`src/rtl/gyro_fifo_cfg.svh`:
```
`ifndef GYRO_FIFO_CFG_SVH
`define GYRO_FIFO_CFG_SVH

// ---------------------------------------------------------------
// Register indices (byte address = index * 4)
// ---------------------------------------------------------------
`define IDX_GEN_STATUS 8'h00
`define IDX_FIFO_STATUS 8'h08
`define IDX_FIFO_SETUP 8'h09
`define IDX_FIFO_EVENT 8'h0A
`define IDX_SYS_CTRL 8'h20
`define IDX_IRQ_STATUS 8'h21
`define IDX_IRQ_MASK 8'h22
`define IDX_INT_SOURCE 8'h23
`define IDX_OUT_X 8'h24
`define IDX_OUT_Y 8'h25
`define IDX_OUT_Z 8'h26

// ---------------------------------------------------------------
// Field positions
// ---------------------------------------------------------------
`define STATUS_OVF_BIT 7
`define STATUS_WMK_BIT 6
`define SETUP_MODE_MSB 7
`define SETUP_MODE_LSB 6
`define SETUP_WMRK_MSB 5
`define EVENT_FLAG_BIT 5
`define CTRL_SYS_MSB 1
`define CTRL_RATE_MSB 4
`define CTRL_RATE_LSB 2
`define CTRL_INT_EN_BIT 5
`define INT_QUEUE_INTERRUPT_SOURCE_BIT 2
`define IRQ_OVF_BIT 0
`define IRQ_WMK_BIT 1
`define IRQ_REFUSED_BIT 2

// ---------------------------------------------------------------
// Reset values
// ---------------------------------------------------------------
`define SETUP_RESET 8'h00
`define CTRL_RESET 6'h00
`define IRQ_RESET 3'h0

// ---------------------------------------------------------------
// Sizes and timing
// ---------------------------------------------------------------
`define FIFO_DEPTH 32
`define EVENT_TIME_MAX 5'h1F
`define CLK_HZ 25000000
`define ODR_MAX_HZ 800

`endif

```
`src/rtl/gyro_fifo_pkg.sv`:
```
package gyro_fifo_pkg;

    // ---------------------------------------------------------------
    // Types
    // ---------------------------------------------------------------
    typedef enum logic [1:0] {
        FIFO_OFF,
        FIFO_CIRCULAR,
        FIFO_STOP
    } fifo_mode_t;

    typedef enum logic [1:0] {
        SYS_STANDBY,
        SYS_READY,
        SYS_ACTIVE
    } sys_mode_t;

    typedef struct packed {
        logic [15:0] x;
        logic [15:0] y;
        logic [15:0] z;
    } sample_t;

    typedef struct packed {
        logic valid;
        logic write;
        logic [7:0] idx;
    } bus_phase_t;

endpackage : gyro_fifo_pkg

```
`src/rtl/gyro_sample_fifo_control.sv`:
```
// Operation
// Status byte reads the same at the general and FIFO status address.
// Entering Active from Standby or Ready clears FIFO status and event.
// Overflow sets on a sample arriving at count 32, clears below 32.
// Watermark flag high while count is at or above the watermark.
// Six-bit count of stored samples; zero means empty.
// Mode 00 disabled, 01 circular, 1x stop.
// Circular mode when full: oldest sample dropped, new one stored.
// Stop mode when full: new samples refused, contents kept.
// Host disables the FIFO before switching circular and stop.
// Disabled mode empties the FIFO and clears the watermark flag.
// A watermark setting of zero never raises the watermark flag.
// Reaching the watermark never halts sample storage.
// Host changes FIFO setup only in Standby.
// One sample pushed per output data rate period.
// Event flag is overflow OR watermark.
// Five-bit count of rate periods since event; zeroed when both fall.
// Interrupt source high while event set and FIFO interrupt enabled.
// Reading a full three-axis sample pops the oldest and decrements count.
//
// The AHB-Lite slave port is this design's own decision.
`timescale 1ns/1ps
`include "gyro_fifo_cfg.svh"

module gyro_sample_fifo_control #(
    parameter int DEPTH = `FIFO_DEPTH,
    parameter int ODR_BASE_CYCLES = `CLK_HZ / `ODR_MAX_HZ
) (
    input wire logic core_clk,
    input wire logic reset,
    input wire logic hsel,
    input wire logic [31:0] haddr,
    input wire logic [1:0] htrans,
    input wire logic hwrite,
    input wire logic [2:0] hsize,
    input wire logic [31:0] hwdata,
    input wire logic hready,
    output logic hreadyout,
    output logic hresp,
    output logic [31:0] hrdata,
    input wire gyro_fifo_pkg::sample_t sample_in,
    output logic queue_interrupt_source,
    output logic irq
);

    localparam int PW = $clog2(DEPTH);
    localparam logic [5:0] FULL = 6'(DEPTH);

    // ---------------------------------------------------------------
    // Helpers
    // ---------------------------------------------------------------
    function automatic gyro_fifo_pkg::fifo_mode_t decode_fifo_mode(
        input logic [1:0] f);
        return f[1] ? gyro_fifo_pkg::FIFO_STOP
            : f[0] ? gyro_fifo_pkg::FIFO_CIRCULAR : gyro_fifo_pkg::FIFO_OFF;
    endfunction : decode_fifo_mode

    function automatic gyro_fifo_pkg::sys_mode_t decode_sys_mode(
        input logic [1:0] f);
        return f[1] ? gyro_fifo_pkg::SYS_ACTIVE
            : f[0] ? gyro_fifo_pkg::SYS_READY : gyro_fifo_pkg::SYS_STANDBY;
    endfunction : decode_sys_mode

    function automatic logic [7:0] status_byte(input logic ovf,
        input logic wmk, input logic [5:0] cnt);
        return {ovf, wmk, cnt};
    endfunction : status_byte

    // ---------------------------------------------------------------
    // State
    // ---------------------------------------------------------------
    gyro_fifo_pkg::sample_t mem [DEPTH];
    gyro_fifo_pkg::bus_phase_t dphase, next_dphase;
    logic [7:0] setup, next_setup;
    logic [5:0] ctrl, next_ctrl;
    logic [2:0] irq_status, next_irq_status;
    logic [2:0] irq_mask, next_irq_mask;
    logic [31:0] next_hrdata;
    logic next_irq;
    logic [23:0] odr_cnt, next_odr_cnt;
    logic odr_tick, next_odr_tick;
    logic [PW-1:0] rd_ptr, next_rd_ptr;
    logic [PW-1:0] wr_ptr, next_wr_ptr;
    logic [5:0] count, next_count;
    logic overflow_flag, next_overflow_flag;
    logic watermark_flag, next_watermark_flag;
    logic event_flag, next_event_flag;
    logic [4:0] periods_since_event, next_periods_since_event;
    logic next_queue_src;
    logic mem_we;
    logic refused;
    gyro_fifo_pkg::fifo_mode_t fifo_mode;
    gyro_fifo_pkg::sys_mode_t sys_mode;
    logic [5:0] watermark_level;
    logic [2:0] rate_select_field;
    logic fifo_int_en;
    logic req_rd;
    logic [7:0] req_idx;
    logic wr_ctrl, wr_setup, wr_mask, wr_irq, wr_any;
    logic enter_active;
    logic push, pop;
    logic [7:0] status_now;
    assign fifo_mode = decode_fifo_mode(
        setup[`SETUP_MODE_MSB:`SETUP_MODE_LSB]);
    assign watermark_level = setup[`SETUP_WMRK_MSB:0];
    assign sys_mode = decode_sys_mode(ctrl[`CTRL_SYS_MSB:0]);
    assign rate_select_field = ctrl[`CTRL_RATE_MSB:`CTRL_RATE_LSB];
    assign fifo_int_en = ctrl[`CTRL_INT_EN_BIT];
    assign status_now = status_byte(overflow_flag, watermark_flag, count);

    // ---------------------------------------------------------------
    // Bus slave
    // ---------------------------------------------------------------
    assign req_rd = hsel && htrans[1] && hready && !hwrite;
    assign req_idx = haddr[9:2];
    assign wr_any = dphase.valid && dphase.write;
    assign wr_ctrl = wr_any && dphase.idx == `IDX_SYS_CTRL;
    assign wr_setup = wr_any && dphase.idx == `IDX_FIFO_SETUP;
    assign wr_mask = wr_any && dphase.idx == `IDX_IRQ_MASK;
    assign wr_irq = wr_any && dphase.idx == `IDX_IRQ_STATUS;
    assign enter_active = wr_ctrl
        && sys_mode != gyro_fifo_pkg::SYS_ACTIVE
        && hwdata[`CTRL_SYS_MSB];

    always_comb begin
        next_dphase = '{hsel && htrans[1] && hready, hwrite, req_idx};
        next_setup = wr_setup ? hwdata[7:0] : setup;
        next_ctrl = wr_ctrl ? hwdata[5:0] : ctrl;
        next_irq_mask = wr_mask ? hwdata[2:0] : irq_mask;
        next_hrdata = 32'h0000_0000;
        if (req_rd) begin
            unique case (req_idx)
                `IDX_GEN_STATUS: next_hrdata[7:0] = status_now;
                `IDX_FIFO_STATUS: next_hrdata[7:0] = status_now;
                `IDX_FIFO_SETUP: next_hrdata[7:0] = setup;
                `IDX_FIFO_EVENT: next_hrdata[7:0] =
                    {2'h0, event_flag, periods_since_event};
                `IDX_SYS_CTRL: next_hrdata[5:0] = ctrl;
                `IDX_IRQ_STATUS: next_hrdata[2:0] = irq_status;
                `IDX_IRQ_MASK: next_hrdata[2:0] = irq_mask;
                `IDX_INT_SOURCE:
                    next_hrdata[`INT_QUEUE_INTERRUPT_SOURCE_BIT] = queue_interrupt_source;
                `IDX_OUT_X: next_hrdata[15:0] = mem[rd_ptr].x;
                `IDX_OUT_Y: next_hrdata[15:0] = mem[rd_ptr].y;
                `IDX_OUT_Z: next_hrdata[15:0] = mem[rd_ptr].z;
                default: next_hrdata = 32'h0000_0000;
            endcase
        end
    end

    always_ff @(posedge core_clk) begin
        if (reset) begin
            dphase <= '0;
            setup <= `SETUP_RESET;
            ctrl <= `CTRL_RESET;
            irq_mask <= `IRQ_RESET;
            hrdata <= 32'h0000_0000;
            hreadyout <= 1'h1;
            hresp <= 1'h0;
        end else begin
            dphase <= next_dphase;
            setup <= next_setup;
            ctrl <= next_ctrl;
            irq_mask <= next_irq_mask;
            hrdata <= next_hrdata;
            hreadyout <= 1'h1;
            hresp <= 1'h0;
        end
    end

    // ---------------------------------------------------------------
    // Output data rate divider
    // ---------------------------------------------------------------
    always_comb begin
        next_odr_cnt = 24'h00_0000;
        next_odr_tick = 1'h0;
        if (sys_mode == gyro_fifo_pkg::SYS_ACTIVE && !enter_active) begin
            if (odr_cnt >= (24'(ODR_BASE_CYCLES) << rate_select_field)
                    - 24'h00_0001) begin
                next_odr_tick = 1'h1;
            end else begin
                next_odr_cnt = odr_cnt + 24'h00_0001;
            end
        end
    end

    always_ff @(posedge core_clk) begin
        if (reset) begin
            odr_cnt <= 24'h00_0000;
            odr_tick <= 1'h0;
        end else begin
            odr_cnt <= next_odr_cnt;
            odr_tick <= next_odr_tick;
        end
    end

    // ---------------------------------------------------------------
    // FIFO pointers and flags
    // ---------------------------------------------------------------
    // Pop is taken at the Z address phase so the data just read is gone
    assign push = odr_tick && fifo_mode != gyro_fifo_pkg::FIFO_OFF;
    assign pop = req_rd && req_idx == `IDX_OUT_Z && count != 6'h00;

    always_comb begin
        next_rd_ptr = rd_ptr;
        next_wr_ptr = wr_ptr;
        next_count = count;
        next_overflow_flag = overflow_flag;
        mem_we = 1'h0;
        refused = 1'h0;
        if (fifo_mode == gyro_fifo_pkg::FIFO_OFF || enter_active) begin
            next_rd_ptr = '0;
            next_wr_ptr = '0;
            next_count = 6'h00;
            next_overflow_flag = 1'h0;
        end else begin
            if (pop) begin
                next_rd_ptr = rd_ptr + PW'(1);
                next_count = count - 6'h01;
            end
            if (push) begin
                if (next_count == FULL) begin
                    next_overflow_flag = 1'h1;
                    if (fifo_mode == gyro_fifo_pkg::FIFO_CIRCULAR) begin
                        next_rd_ptr = next_rd_ptr + PW'(1);
                        next_wr_ptr = wr_ptr + PW'(1);
                        mem_we = 1'h1;
                    end else begin
                        refused = 1'h1;
                    end
                end else begin
                    next_wr_ptr = wr_ptr + PW'(1);
                    next_count = next_count + 6'h01;
                    mem_we = 1'h1;
                end
            end
            if (next_count < FULL) begin
                next_overflow_flag = 1'h0;
            end
        end
        // New level, so the flag never lags a setup write
        next_watermark_flag = next_setup[`SETUP_WMRK_MSB:0] != 6'h00
            && next_count >= next_setup[`SETUP_WMRK_MSB:0];
        next_event_flag = next_overflow_flag
            || next_watermark_flag;
        next_periods_since_event = periods_since_event;
        if (!next_event_flag || enter_active) begin
            next_periods_since_event = 5'h00;
        end else if (event_flag && odr_tick
                && periods_since_event != `EVENT_TIME_MAX) begin
            next_periods_since_event = periods_since_event + 5'h01;
        end
        next_queue_src = next_event_flag && next_ctrl[`CTRL_INT_EN_BIT];
    end

    always_ff @(posedge core_clk) begin
        if (reset) begin
            rd_ptr <= '0;
            wr_ptr <= '0;
            count <= 6'h00;
            overflow_flag <= 1'h0;
            watermark_flag <= 1'h0;
            event_flag <= 1'h0;
            periods_since_event <= 5'h00;
            queue_interrupt_source <= 1'h0;
        end else begin
            rd_ptr <= next_rd_ptr;
            wr_ptr <= next_wr_ptr;
            count <= next_count;
            overflow_flag <= next_overflow_flag;
            watermark_flag <= next_watermark_flag;
            event_flag <= next_event_flag;
            periods_since_event <= next_periods_since_event;
            queue_interrupt_source <= next_queue_src;
        end
    end

    // Sample storage carries no reset; only pointers give it meaning
    always_ff @(posedge core_clk) begin
        if (mem_we) begin
            mem[wr_ptr] <= sample_in;
        end
    end

    // ---------------------------------------------------------------
    // Interrupt status
    // ---------------------------------------------------------------
    always_comb begin
        logic [2:0] set_bits;
        set_bits = 3'h0;
        set_bits[`IRQ_OVF_BIT] = next_overflow_flag && !overflow_flag;
        set_bits[`IRQ_WMK_BIT] = next_watermark_flag && !watermark_flag;
        set_bits[`IRQ_REFUSED_BIT] = refused;
        // A new event wins over a clear in the same cycle
        next_irq_status = (irq_status & ~(wr_irq ? hwdata[2:0] : 3'h0))
            | set_bits;
        next_irq = |(next_irq_status & next_irq_mask);
    end

    always_ff @(posedge core_clk) begin
        if (reset) begin
            irq_status <= `IRQ_RESET;
            irq <= 1'h0;
        end else begin
            irq_status <= next_irq_status;
            irq <= next_irq;
        end
    end

    logic hold_state;
    assign hold_state = fifo_mode != gyro_fifo_pkg::FIFO_OFF
        && !enter_active && !pop;
endmodule : gyro_sample_fifo_control

```
`config.mk`:
```
export PLATFORM = sky130hd
export DESIGN_NAME = gyro_sample_fifo_control
export DESIGN_NICKNAME = d
export VERILOG_FILES = /design/src/rtl/gyro_fifo_pkg.sv /design/src/rtl/gyro_sample_fifo_control.sv
export VERILOG_INCLUDE_DIRS = /design/src /design/src/rtl
export SDC_FILE = /design/constraint.sdc
export NUM_CORES = 1
export LEC_CHECK = 0
export BUFFER_PORTS_ARGS = -buffer_cell sky130_fd_sc_hd__buf_2
export CAP_MARGIN = 20
export CORE_MARGIN = 3
export CORE_UTILIZATION = 62
export CTS_CLUSTER_SIZE = 20
export DETAILED_ROUTE_END_ITERATION = 16
export GPL_ROUTABILITY_DRIVEN = 0
export MAX_ROUTING_LAYER = met4
export PLACE_DENSITY = 0.79
export SYNTH_ARGS = -nofsm -noshare
export SYNTH_HDL_FRONTEND = slang
export SYNTH_SLANG_ARGS = --single-unit
```
`constraint.sdc`:
```
create_clock -name core_clk -period 5.81 [get_ports core_clk]
set_input_delay 0.2905 -clock core_clk [delete_from_list [all_inputs] [get_ports core_clk]]
set_output_delay 0.2905 -clock core_clk [all_outputs]
set_load 0.01 [all_outputs]
```
# Word level (Yosys, flattened, before mapping)
# Memories as Yosys holds them, arrays and structs flattened. A register that Yosys moved wholly into a read port is not among the register bits.
# Index checks and enable logic that the tools add are counted.
[word_totals]
regBits = 113
mem_bits_rw = 1536
input_bits = 122
elab_cells = 144
memories = 1
[classes]
add_sub_neg = 8
magnitude_cmp = 3
n_eq_ne = 20
n_shift = 1
mux = 42
n_bitwise = 6
reduce_logical = 41
[memory_table]
columns = ["name", "depth", "width", "read_ports", "rd_clocked_by_memory_dff", "write_ports", "line_no", "source"]
rows = [
  ["mem", 32, 48, 1, 1, 1, "gyro_sample_fifo_control.sv:72", "gyro_fifo_pkg::sample_t mem [DEPTH];"],
]
[op_table]
columns = ["operator", "count"]
rows = [
  ["== test 8 x 6 -> 1 bit, second input constant", 10],
  ["two-way mux 6 bit", 8],
  ["two-way mux 5 bit", 8],
  ["== test 8 x 4 -> 1 bit, second input constant", 4],
  ["adder 24 x 1 -> 24 bit, second input constant", 1],
  ["greater-or-equal comparator 24 bit", 1],
  ["case mux 8 bit (3 select lines)", 1],
  ["<< shifter 15 x 3 -> 24 bit, first input constant", 1],
  ["subtractor 24 x 1 -> 24 bit, second input constant", 1],
  ["case mux 3 bit (7 select lines)", 1],
  ["adder 5 x 1 -> 5 bit, second input constant", 4],
  ["logical AND 1 bit", 20],
  ["case mux 2 bit (9 select lines)", 1],
  ["two-way mux 1 bit", 17],
  ["nonzero test 6 bit", 2],
  ["case mux 1 bit (10 select lines)", 1],
  ["case mux 2 bit (5 select lines)", 1],
  ["OR reduction 2 bit", 5],
  ["zero test 8 bit", 1],
  ["adder 6 x 1 -> 6 bit, second input constant", 1],
  ["bitwise AND 3 bit", 2],
  ["== test 6 bit, second input constant", 1],
  ["greater-or-equal comparator 6 bit", 1],
  ["less-than comparator 6 bit, second input constant", 1],
  ["17 further kinds", 27],
]

# Longest topological paths before layout
# Gate-level depths: netlist of run 1.
[logic_depth]
ltp_word = 18
ltp_mapped = 20
depth_no_buf = 18

# Worst setup path after synthesis of run 1
# OpenSTA, ideal clock, no wires.
[synth_path]
path_kind = "reg-to-reg"
start = "register count[0]"
end = "memory mem[28][0] in the netlist's numbering (enable)"
setup_time_ns = 0.454
arrival_ns = 4.137
required_time_ns = 5.356
slack_ns = 1.219
path_stages_with_launch = 10
path_buffers = 1
synth_period_minus_slack_ns = 4.591
cell_sequence = "dfxtp_1 inv_1 ha_1 and2_1 buf_6 nor4_4 nor3_1 a31oi_2 nand3_1 nor2_1"
[synth_via]
elab_chain_cells = 10
word_cells_on_any_way = 11
cone_classes = "1 x add/sub; 1 x eq/ne; 7 x mux; 2 x reduce/logical"
[synth_rtl]
columns = ["element", "line_no", "source"]
rows = [
  ["start, declared", "gyro_sample_fifo_control.sv:84", "logic [5:0] count, next_count;"],
  ["start signal, assigned", "gyro_sample_fifo_control.sv:269", "count <= next_count;"],
  ["branches (longest 2 deep; another with subtractor 6 x 1 -> 6 bit)", "n/a", ""],
  ["two-way mux 6 bit (*)", "gyro_sample_fifo_control.sv:217", "if (pop) begin"],
  ["two-way mux 6 bit (*)", "gyro_sample_fifo_control.sv:211", "if (fifo_mode == gyro_fifo_pkg::FIFO_OFF || enter_active) begin"],
  ["== test 6 bit (*)", "gyro_sample_fifo_control.sv:222", "if (next_count == FULL) begin"],
  ["two-way mux 1 bit (*)", "gyro_sample_fifo_control.sv:222", ""],
  ["two-way mux 1 bit (*)", "gyro_sample_fifo_control.sv:221", "if (push) begin"],
  ["two-way mux 1 bit (*)", "gyro_sample_fifo_control.sv:211", ""],
  ["two-way mux 1 bit (*)", "gyro_sample_fifo_control.sv:280", "if (mem_we) begin"],
  ["two-way mux 1 bit (implied by the code) (*)", "gyro_sample_fifo_control.sv:281", "mem[wr_ptr] <= sample_in;"],
  ["end, declared", "gyro_sample_fifo_control.sv:72", ""],
]
# Every way passes the cells marked *. The select of a mux whose other input is x is not followed.

# Worst setup path in the final report of run 1
[layout_path]
start = "register count[0]"
end = "memory mem[7][33] in the netlist's numbering (enable)"
# Same word-level chain as after synthesis.

==> results of run 1 <==
## cell usage in the layout (no fill, tap or decap), drive strengths merged, types with 18 or more instances in the layout
cell type and n:
dlygate4sd3 32, mux2i 26, o21ai 19, inv 31, conb 19, a22oi 25
xnor2 31, clkinv 63, nand3 32, edfxtp 1536, a21oi 18, nor3 24
clkbuf 205, nor2 121, buf 169, ha 45, nor2b 19, nand2 93
dfxtp 97, a21o 21, mux4 479
## routing by layer
layer | routed length [um] | vias up | global-route usage [%]
met5 | 0 | - | -
met4 | 7877 | 0 | 13.93
met3 | 17870 | 500 | 6.602
met2 | 81410 | 2353 | 50.84
met1 | 55360 | 16840 | 41.05
li1 | - | 12820 | -
## logic make-up after synthesis
| logic type | Yosys count | share of synthesized area [%] |
|---|---|---|
| compound gates | 154 | 1.733 |
| flops | 1633 | 75.06 |
| mux | 509 | 17.32 |
| other cells | 2 | 0.01173 |
| xor+xnor | 44 | 0.6018 |
| simple gates | 385 | 3.046 |
| fa+ha+maj | 45 | 0.8793 |
| buf+inv | 188 | 1.338 |
## metrics by stage
stage | cell area [um^2] | power (mW) | hold WS (ns)
floorplan | 64100 | 13.15 | 0.3894
global placement | 66790 | 13.28 | 0.4565
detailed placement | 66790 | 13.31 | 0.4684
CTS | 71950 | 22.93 | 0.0001670
global route | 71960 | 23.36 | 0.02980
finish | 71960 | 22.84 | 0.04100
## registers in the layout, summed over array words and instances, names as in the netlist
signal                  flops
count                       6
ctrl                        6
dphase                     10
event_flag                  1
hrdata                     16
irq                         1
irq_mask                    3
irq_status                  3
mem                      1536
odr_cnt                    24
odr_tick                    1
overflow_flag               1
periods_since_event         5
queue_interrupt_source      1
rd_ptr                      5
setup                       8
watermark_flag              1
wr_ptr                      5
## power by group
group	internal (mW)	switching, mW	total, mW	leakage, nW
clock	5.46	4.30	9.76	2.37
sequential	12.9	0.00189	12.9	14.6
combinational	0.0387	0.189	0.227	4.98
## worst max-delay path, stage by stage (launching register included)
cell	delay, ns
sky130_fd_sc_hd__dfxtp_1	0.48
sky130_fd_sc_hd__inv_1	0.14
sky130_fd_sc_hd__ha_1	0.25
sky130_fd_sc_hd__and2_1	0.27
sky130_fd_sc_hd__nor4_4	0.43
sky130_fd_sc_hd__nor3_1	0.22
sky130_fd_sc_hd__a31oi_2	0.48
sky130_fd_sc_hd__nand3_1	0.73
sky130_fd_sc_hd__nor2_4	1.03
sky130_fd_sc_hd__buf_4	0.40
## layout make-up
type,count,area [um^2],share of cell area (%)
flip-flops and latches,1633,48080,66.81
multi-input cells,1156,15450,21.48
clock buffers,205,4244,5.898
repair buffers,201,1772,2.462
well taps,1368,1712,2.379
clock inverters,80,594.3,0.8259
inverters,24,90.09,0.1252
diodes,6,15.01,0.02086
## worst paths after layout
| path | from | endpoint | cells past startpoint |
|---|---|---|---|
| setup / recovery | count[0]$_SDFF_PP0_ | mem[7][33]$_DFFE_PP_ | 9 |
| hold / removal | sample_in[18] | mem[16][18]$_DFFE_PP_ | 1 |
| setup reg to reg | count[0]$_SDFF_PP0_ | mem[7][33]$_DFFE_PP_ | 9 |
| hold reg to reg | odr_cnt[0]$_SDFF_PP0_ | odr_cnt[0]$_SDFF_PP0_ | 1 |
## repair_timing
action                                 4_1_cts  5_1_grt
hold buffers                                32        0
setup endpoints to repair                    0        0
endpoints found under the hold margin      330        0
==> Flow_metrics.wiki, run 1 <==
{| class="wikitable"
! Metric !! Value
|-
| Fill cell total of the finished layout || 5738
|-
| Starting Density || 62.67%
|-
| Status || finished, final reports clean
|-
| Post-route insts no fill || 4673
|-
| Max_cap viols || 0
|-
| Post-CTS Resized || 0
|-
| Total clock buffers created by CTS || 158
|-
| Wire length of the first global-routing pass || 237.4 mm
|-
| Number of synthesized register bits || 1633
|-
| Routed length per placed instance || 34.78 um
|-
| Aggregate global-route resource usage || 32.09%
|-
| Ys Warns || 0
|-
| Summed instance area of the synthesized netlist || 64030 um^2
|-
| Standard-cell row count || 117
|-
| H-tree depth || 4
|-
| Per-cell via count in the routed design || 6.957
|-
| Total Neg Setup Slack || 0 ns
|-
| Slew at the pin closest to its max-slew limit || 1.211 ns
|-
| Maximum fanout along the worst path || 15
|-
| Mapped Avg Cell Area || 21.63 um^2
|-
| Maximum operating frequency || 209.3 MHz
|-
| Number of cells after detailed placement || 4350
|-
| Final worst clock skew || 0.02857 ns
|-
| CTS sink cnt || 1633
|-
| Most area-hungry cell type in the Yosys netlist || sky130_fd_sc_hd__edfxtp_1
|-
| Min-Delay Path Class || input pin to flop
|-
| TritonCTS clock tree || yes
|-
| Final setup fails || 0
|-
| RSZ-0062 raised after global routing || no
|-
| Maximum number of pins on one net before global-route repair || 80
|-
| Pins over their slew limit || 0
|-
| Kind of end point of the critical path || flop
|-
| Proportion of synthesized chip area in sequential cells || 75.06%
|-
| Top cells by instance count after synthesis || sky130_fd_sc_hd__edfxtp_1, sky130_fd_sc_hd__mux4_2, sky130_fd_sc_hd__nor2_1
|-
| Post-synthesis cell count || 2960
|-
| Peak supply drop || 0.3633 mV
|-
| P_leak || 21.93 nW
|-
| PnR worst setup slack || 1.031 ns
|-
| Die Height || 327.4 um
|-
| Share of final-layout standard cells stronger than drive strength 1 || 27.98%
|-
| Number of different library cells in the post-synthesis netlist || 76
|-
| Required arrival time at the worst endpoint || 6.24 ns
|-
| Async set-or-reset flop fraction in the synthesized netlist || 0%
|-
| Data arrival time of the worst path || 5.21 ns
|-
| Detailed Route Iter0 Violations || 5166
|-
| Share of Yosys cell area claimed by the top area cell type || 72.03%
|-
| Synthesis-to-finish area growth || 12.38%
|-
| DIE AREA || 107200 um^2
|-
| IO buf count || 87
|-
| Power density over cell area || 317.5 nW/um^2
|-
| Worst rel slew slack || 18.97%
|-
| EDFF count, synth || 1536
|-
| Chip Width || 327.4 um
|-
| Detailed-route via count || 32510
|-
| Fin crit period || 4.779 ns
|-
| Maximum clock path buffer count || 3
|-
| Leading register cell type out of synthesis || sky130_fd_sc_hd__edfxtp_1
|-
| Vias in the first global route || 33860
|-
| Leading cell types by total area after synthesis || sky130_fd_sc_hd__edfxtp_1, sky130_fd_sc_hd__mux4_2, sky130_fd_sc_hd__dfxtp_1
|-
| Number of hold-slack violations in the final timing report || 0
|-
| Number of buffers inserted by post-CTS setup repair || 0
|-
| DRC Markers || 0
|-
| Overall routed net length || 162.5 mm
|-
| Final antenna-violating net count || 0
|-
| First-pass iteration count of the detailed router || 6
|-
| Clock root buffer || sky130_fd_sc_hd__clkbuf_16
|-
| Post-Place Worst Slack || 1.208 ns
|-
| Gr ovfl total || 0
|-
| Placed wire-length estimate || 83.21 mm
|-
| Core Region || 102200 um^2
|-
| Post-CTS clock slew at the launch and capture registers of the worst setup and hold paths || 0.06 ns
|-
| Final-stage net count || 3341
|-
| Crit Path Class || flop to flop
|-
| Nature of the critical path startpoint || flop
|-
| Antenna violations before repair || 6
|-
| Top-count cell post-synth || sky130_fd_sc_hd__edfxtp_1
|-
| Core occupancy in the finished layout || 70.43%
|-
| Number of I/O pins || 158
|-
| Insertion delay to the later sink of the worst-skew pair || 0.76 ns
|-
| Final cycle utilization of the critical path || 82.25%
|-
| Worst-case register-to-register setup slack || 1.03 ns
|}
(Power assumes the default switching activity.)
==> run 2: changes to the inputs <==
--- a/config.mk
+++ b/config.mk
@@ -9,12 +9,12 @@
 export BUFFER_PORTS_ARGS = -buffer_cell sky130_fd_sc_hd__buf_2
 export CAP_MARGIN = 20
 export CORE_MARGIN = 3
-export CORE_UTILIZATION = 62
+export CORE_UTILIZATION = 56
 export CTS_CLUSTER_SIZE = 20
 export DETAILED_ROUTE_END_ITERATION = 16
 export GPL_ROUTABILITY_DRIVEN = 0
 export MAX_ROUTING_LAYER = met4
-export PLACE_DENSITY = 0.79
+export PLACE_DENSITY = 0.75
 export SYNTH_ARGS = -nofsm -noshare
 export SYNTH_HDL_FRONTEND = slang
 export SYNTH_SLANG_ARGS = --single-unit
==> constraint.sdc (replaced) <==
create_clock -name core_clk -period 3.85 [get_ports core_clk]
set_input_delay 0.1925 -clock core_clk [delete_from_list [all_inputs] [get_ports core_clk]]
set_output_delay 0.1925 -clock core_clk [all_outputs]
set_load 0.01 [all_outputs]
==> run 2 against run 1 <==
  * Sequential power rose by 50%
  * Clock power increased by 56%
  * Sequential cell count unchanged
  * Final cell count grew 5.2%
  * Non-clock buffer count is 94 higher
  * Final area up 2.0%
  * Critical path depth increased by 2
  * Setup slack worse by 0.91 ns
  * Maximum frequency rose by 28%
  * Hold slack better by 0.16 ns
  * Critical path type unchanged
  * Largest cell class unchanged
  * Highest routed layer unchanged
==> Flow_metrics.wiki, run 2 (synthesis gave the netlist of run 1 again) <==
{| class="wikitable"
! Metric !! Value
|-
| Status || finished, final reports clean (unchanged)
|-
| Maximum operating frequency || 268.0 MHz (was 209.3 MHz)
|-
| Total Neg Setup Slack || 0 ns (unchanged)
|-
| Detailed Route Iter0 Violations || 4434 (was 5166)
|-
| DIE AREA || 118400 um^2 (was 107200 um^2)
|-
| Power share of the clock group || 43.4% (was 42.7%)
|-
| Crit path max-delay cell type || sky130_fd_sc_hd__nor2_4 (unchanged)
|-
| Most common cell after layout, fill and taps aside || sky130_fd_sc_hd__edfxtp_1 (unchanged)
|-
| Number of I/O pins || 158 (unchanged)
|-
| RSZ-0062 raised after global routing || yes (was no)
|-
| Overall routed net length || 164.7 mm (was 162.5 mm)
|-
| CP max stage delay || 0.77 ns (was 1.03 ns)
|-
| Hold Crit Depth || 7 (was 1)
|-
| H-tree depth || 4 (unchanged)
|-
| Standard-cell row count || 123 (was 117)
|-
| Max_cap viols || 0 (unchanged)
|-
| Kind of end point of the critical path || flop (unchanged)
|-
| Final cycle utilization of the critical path || 96.92% (was 82.25%)
|-
| Fraction of power spent switching nets || 20.00% (was 19.66%)
|-
| Peak supply drop || 0.4247 mV (was 0.3633 mV)
|-
| Final setup fails || 0 (unchanged)
|-
| Crit Path Class || flop to flop (unchanged)
|-
| Commonest cells after routing, fill and taps aside || sky130_fd_sc_hd__edfxtp_1, sky130_fd_sc_hd__mux4_2, sky130_fd_sc_hd__clkbuf_16 (unchanged)
|-
| Worst rel slew slack || 24.85% (was 18.97%)
|-
| PnR worst setup slack || 0.1187 ns (was 1.031 ns)
|-
| Family with the most delay on the worst path || simple AND/OR/NAND/NOR gates (unchanged)
|-
| Worst-case register-to-register setup slack || 0.12 ns (was 1.03 ns)
|-
| Final-stage net count || 3441 (was 3341)
|-
| Data arrival time of the worst path || 4.17 ns (was 5.21 ns)
|-
| Chip Width || 344.1 um (was 327.4 um)
|-
| Register-to-Register Path Depth || 11 (was 9)
|-
| Post-Place Worst Slack || -0.07945 ns (was 1.208 ns)
|-
| Fin crit period || 3.731 ns (was 4.779 ns)
|-
| Critical path's most frequent cell || sky130_fd_sc_hd__buf_12
|-
| Beginning of the worst hold path || hready (was sample_in[18])
|-
| IO buf count || 87 (unchanged)
|-
| Buffer and inverter count on the worst path || 4 (was 2)
|-
| Final antenna-violating net count || 0 (unchanged)
|-
| Pins over their slew limit || 0 (unchanged)
|-
| First-pass iteration count of the detailed router || 5 (was 6)
|-
| Placed wire-length estimate || 86.31 mm (was 83.21 mm)
|-
| Nature of the critical path startpoint || flop (unchanged)
|-
| Sequential share of power || 55.5% (was 56.3%)
|-
| Post-route insts no fill || 4916 (was 4673)
|-
| Maximum number of pins on one net before global-route repair || 67 (was 80)
|-
| TritonCTS clock tree || yes (unchanged)
|-
| Placement-stage cell area || 67460 um^2 (was 66790 um^2)
|-
| Die Height || 344.1 um (was 327.4 um)
|-
| Number of hold-slack violations in the final timing report || 0 (unchanged)
|-
| Post-CTS clock slew at the launch and capture registers of the worst setup and hold paths || 0.06 ns (about the same)
|-
| Min-Delay Path Class || input pin to flop (unchanged)
|-
| Largest registers || mem x1536, odr_cnt x24, hrdata x16 (unchanged)
|-
| Share of final-layout standard cells stronger than drive strength 1 || 28.86% (was 27.98%)
|-
| Required arrival time at the worst endpoint || 4.29 ns (was 6.24 ns)
|-
| Routed length per placed instance || 33.50 um (was 34.78 um)
|-
| Antenna violations before repair || 7 (was 6)
|-
| Vias in the first global route || 33950 (was 33860)
|-
| Maximum clock path buffer count || 3 (unchanged)
|-
| Cell chain of the critical path || inv_1 -> ha_1 -> and2_1 -> buf_4 -> nor4_4 -> nor3_1 -> a31oi_2 -> nand3_1 -> buf_12 -> nor2_4 -> buf_12 (was inv_1 -> ha_1 -> and2_1 -> nor4_4 -> nor3_1 -> a31oi_2 -> nand3_1 -> nor2_4 -> buf_4)
|-
| CTS sink cnt || 1633 (unchanged)
|-
| Synthesis-to-finish area growth || 14.68% (was 12.38%)
|-
| Max FFs per register || 1536 (unchanged)
|-
| Clock root buffer || sky130_fd_sc_hd__clkbuf_16 (unchanged)
|-
| Wire length of the first global-routing pass || 238.3 mm (was 237.4 mm)
|-
| Starting Density || 56.69% (was 62.67%)
|-
| Final worst clock skew || 0.03503 ns (was 0.02857 ns)
|-
| DRC Markers || 0 (unchanged)
|-
| Cell area after layout || 73430 um^2 (was 71960 um^2)
|-
| Power density over cell area || 476.3 nW/um^2 (was 317.5 nW/um^2)
|-
| Critical register-to-register path endpoint || mem[18][16]$_DFFE_PP_ (was mem[7][33]$_DFFE_PP_)
|-
| P_leak || 22.54 nW (was 21.93 nW)
|-
| Cell-internal power || 27.98 mW (was 18.35 mW)
|-
| Total clock buffers created by CTS || 160 (was 158)
|-
| Aggregate global-route resource usage || 29.26% (was 32.09%)
|-
| Gr ovfl total || 0 (unchanged)
|-
| Number of cells after detailed placement || 4525 (was 4350)
|-
| Maximum fanout along the worst path || 28 (was 15)
|-
| Net switching power figure || 6.994 mW (was 4.490 mW)
|-
| Insertion delay to the later sink of the worst-skew pair || 0.79 ns (was 0.76 ns)
|-
| Startpoint of the worst-slack reg-to-reg timing path || count[0]$_SDFF_PP0_ (unchanged)
|-
| Slew at the pin closest to its max-slew limit || 1.126 ns (was 1.211 ns)
|-
| Reg with most FFs || mem (unchanged)
|-
| Hold endpoint || rd_ptr[0]$_SDFF_PP0_ (was mem[16][18]$_DFFE_PP_)
|-
| Detailed-route via count || 32970 (was 32510)
|-
| Combinational Power Share || 1.1% (was 1.0%)
|-
| Per-cell via count in the routed design || 6.706 (was 6.957)
|-
| Core Region || 113000 um^2 (was 102200 um^2)
|}
## run 2: cell types whose count changed in the layout (fill, tap and decap cells not counted), sizes merged
| cell | before | now |
|---|---|---|
| buf | 169 | 213 |
| bufinv | 7 | 10 |
| clkbuf | 205 | 210 |
| clkinv | 63 | 62 |
| clkinvlp | 3 | 2 |
| diode | 6 | 10 |
| dlygate4sd3 | 32 | 82 |
| inv | 31 | 34 |
| nor2 | 121 | 125 |
## run 2: metal layers
| layer | track usage (%) | wire length, um | vias up | part of all wire (%) |
|---|---|---|---|---|
| li1 | - | - | 13070 | - |
| met1 | 37.62 | 58710 | 17370 | 36 |
| met2 | 46.21 | 82330 | 2080 | 50 |
| met3 | 6.218 | 16460 | 446 | 10 |
| met4 | 11.94 | 7185 | 0 | 4.4 |
| met5 | - | 0 | - | 0 |
## run 2: final cells by class
type / count / area, um^2
diodes: 10 / 25.02
repair buffers: 295 / 2803
clock buffers: 210 / 4232
inverters: 24 / 90.09
fillers: 7050 / 39530
flip-flops and latches: 1633 / 48080
multi-input cells: 1160 / 15490
clock inverters: 84 / 828.3
well taps: 1500 / 1877
## run 2: worst max-delay path by stage
stage                                    start                endpoint  slack (ns)  depth (start not counted)
after floorplan            count[0]$_SDFF_PP0_    mem[28][0]$_DFFE_PP_       -0.74                          9
after global placement    ctrl[3]$_SDFFE_PP0N_   odr_cnt[9]$_SDFF_PP0_       -0.01                         16
after detailed placement  ctrl[3]$_SDFFE_PP0N_  odr_cnt[17]$_SDFF_PP0_       -0.08                         16
after CTS                 ctrl[2]$_SDFFE_PP0N_  odr_cnt[20]$_SDFF_PP0_        0.01                         16
after global routing      ctrl[2]$_SDFFE_PP0N_   odr_cnt[9]$_SDFF_PP0_      -0.004                         16
final                      count[0]$_SDFF_PP0_   mem[18][16]$_DFFE_PP_        0.12                         11
## run 2: what timing repair did
item,CTS,global route
gates resized for setup,2,6
hold buffers,82,0
pin swaps,0,5
setup buffers,0,1
gates cloned,0,4
setup endpoints to repair,23,126
endpoints found under the hold margin,1570,0
## run 2: stage by stage
stage | util (%) | total power, mW | hold WS, ns
floorplan | - | 19.84 | 0.2914
global placement | 59.72 | 20.05 | 0.4425
detailed placement | 59.72 | 20.08 | 0.4555
CTS | 64.93 | 35.12 | 0.1739
global route | 65.00 | 35.82 | 0.3117
finish | 65.01 | 34.98 | 0.1996
## run 2: power groups by stage
stage | combinational [mW] | clock (mW) | sequential (mW)
6_report | 0.384 | 15.2 | 19.4
5_1_grt | 0.419 | 16.0 | 19.4
4_1_cts | 0.373 | 15.3 | 19.4
3_5_place_dp | 0.306 | 0 | 19.8
3_3_place_gp | 0.271 | 0 | 19.8
2_1_floorplan | 0.0531 | 0 | 19.8
## run 2: tightest hold or removal path: cells and delay by family
kind            cells  cell delay [ns]
simple gates        4             0.44
buf+inv             1             0.10
xor+xnor            1             0.12
compound gates      1             0.06
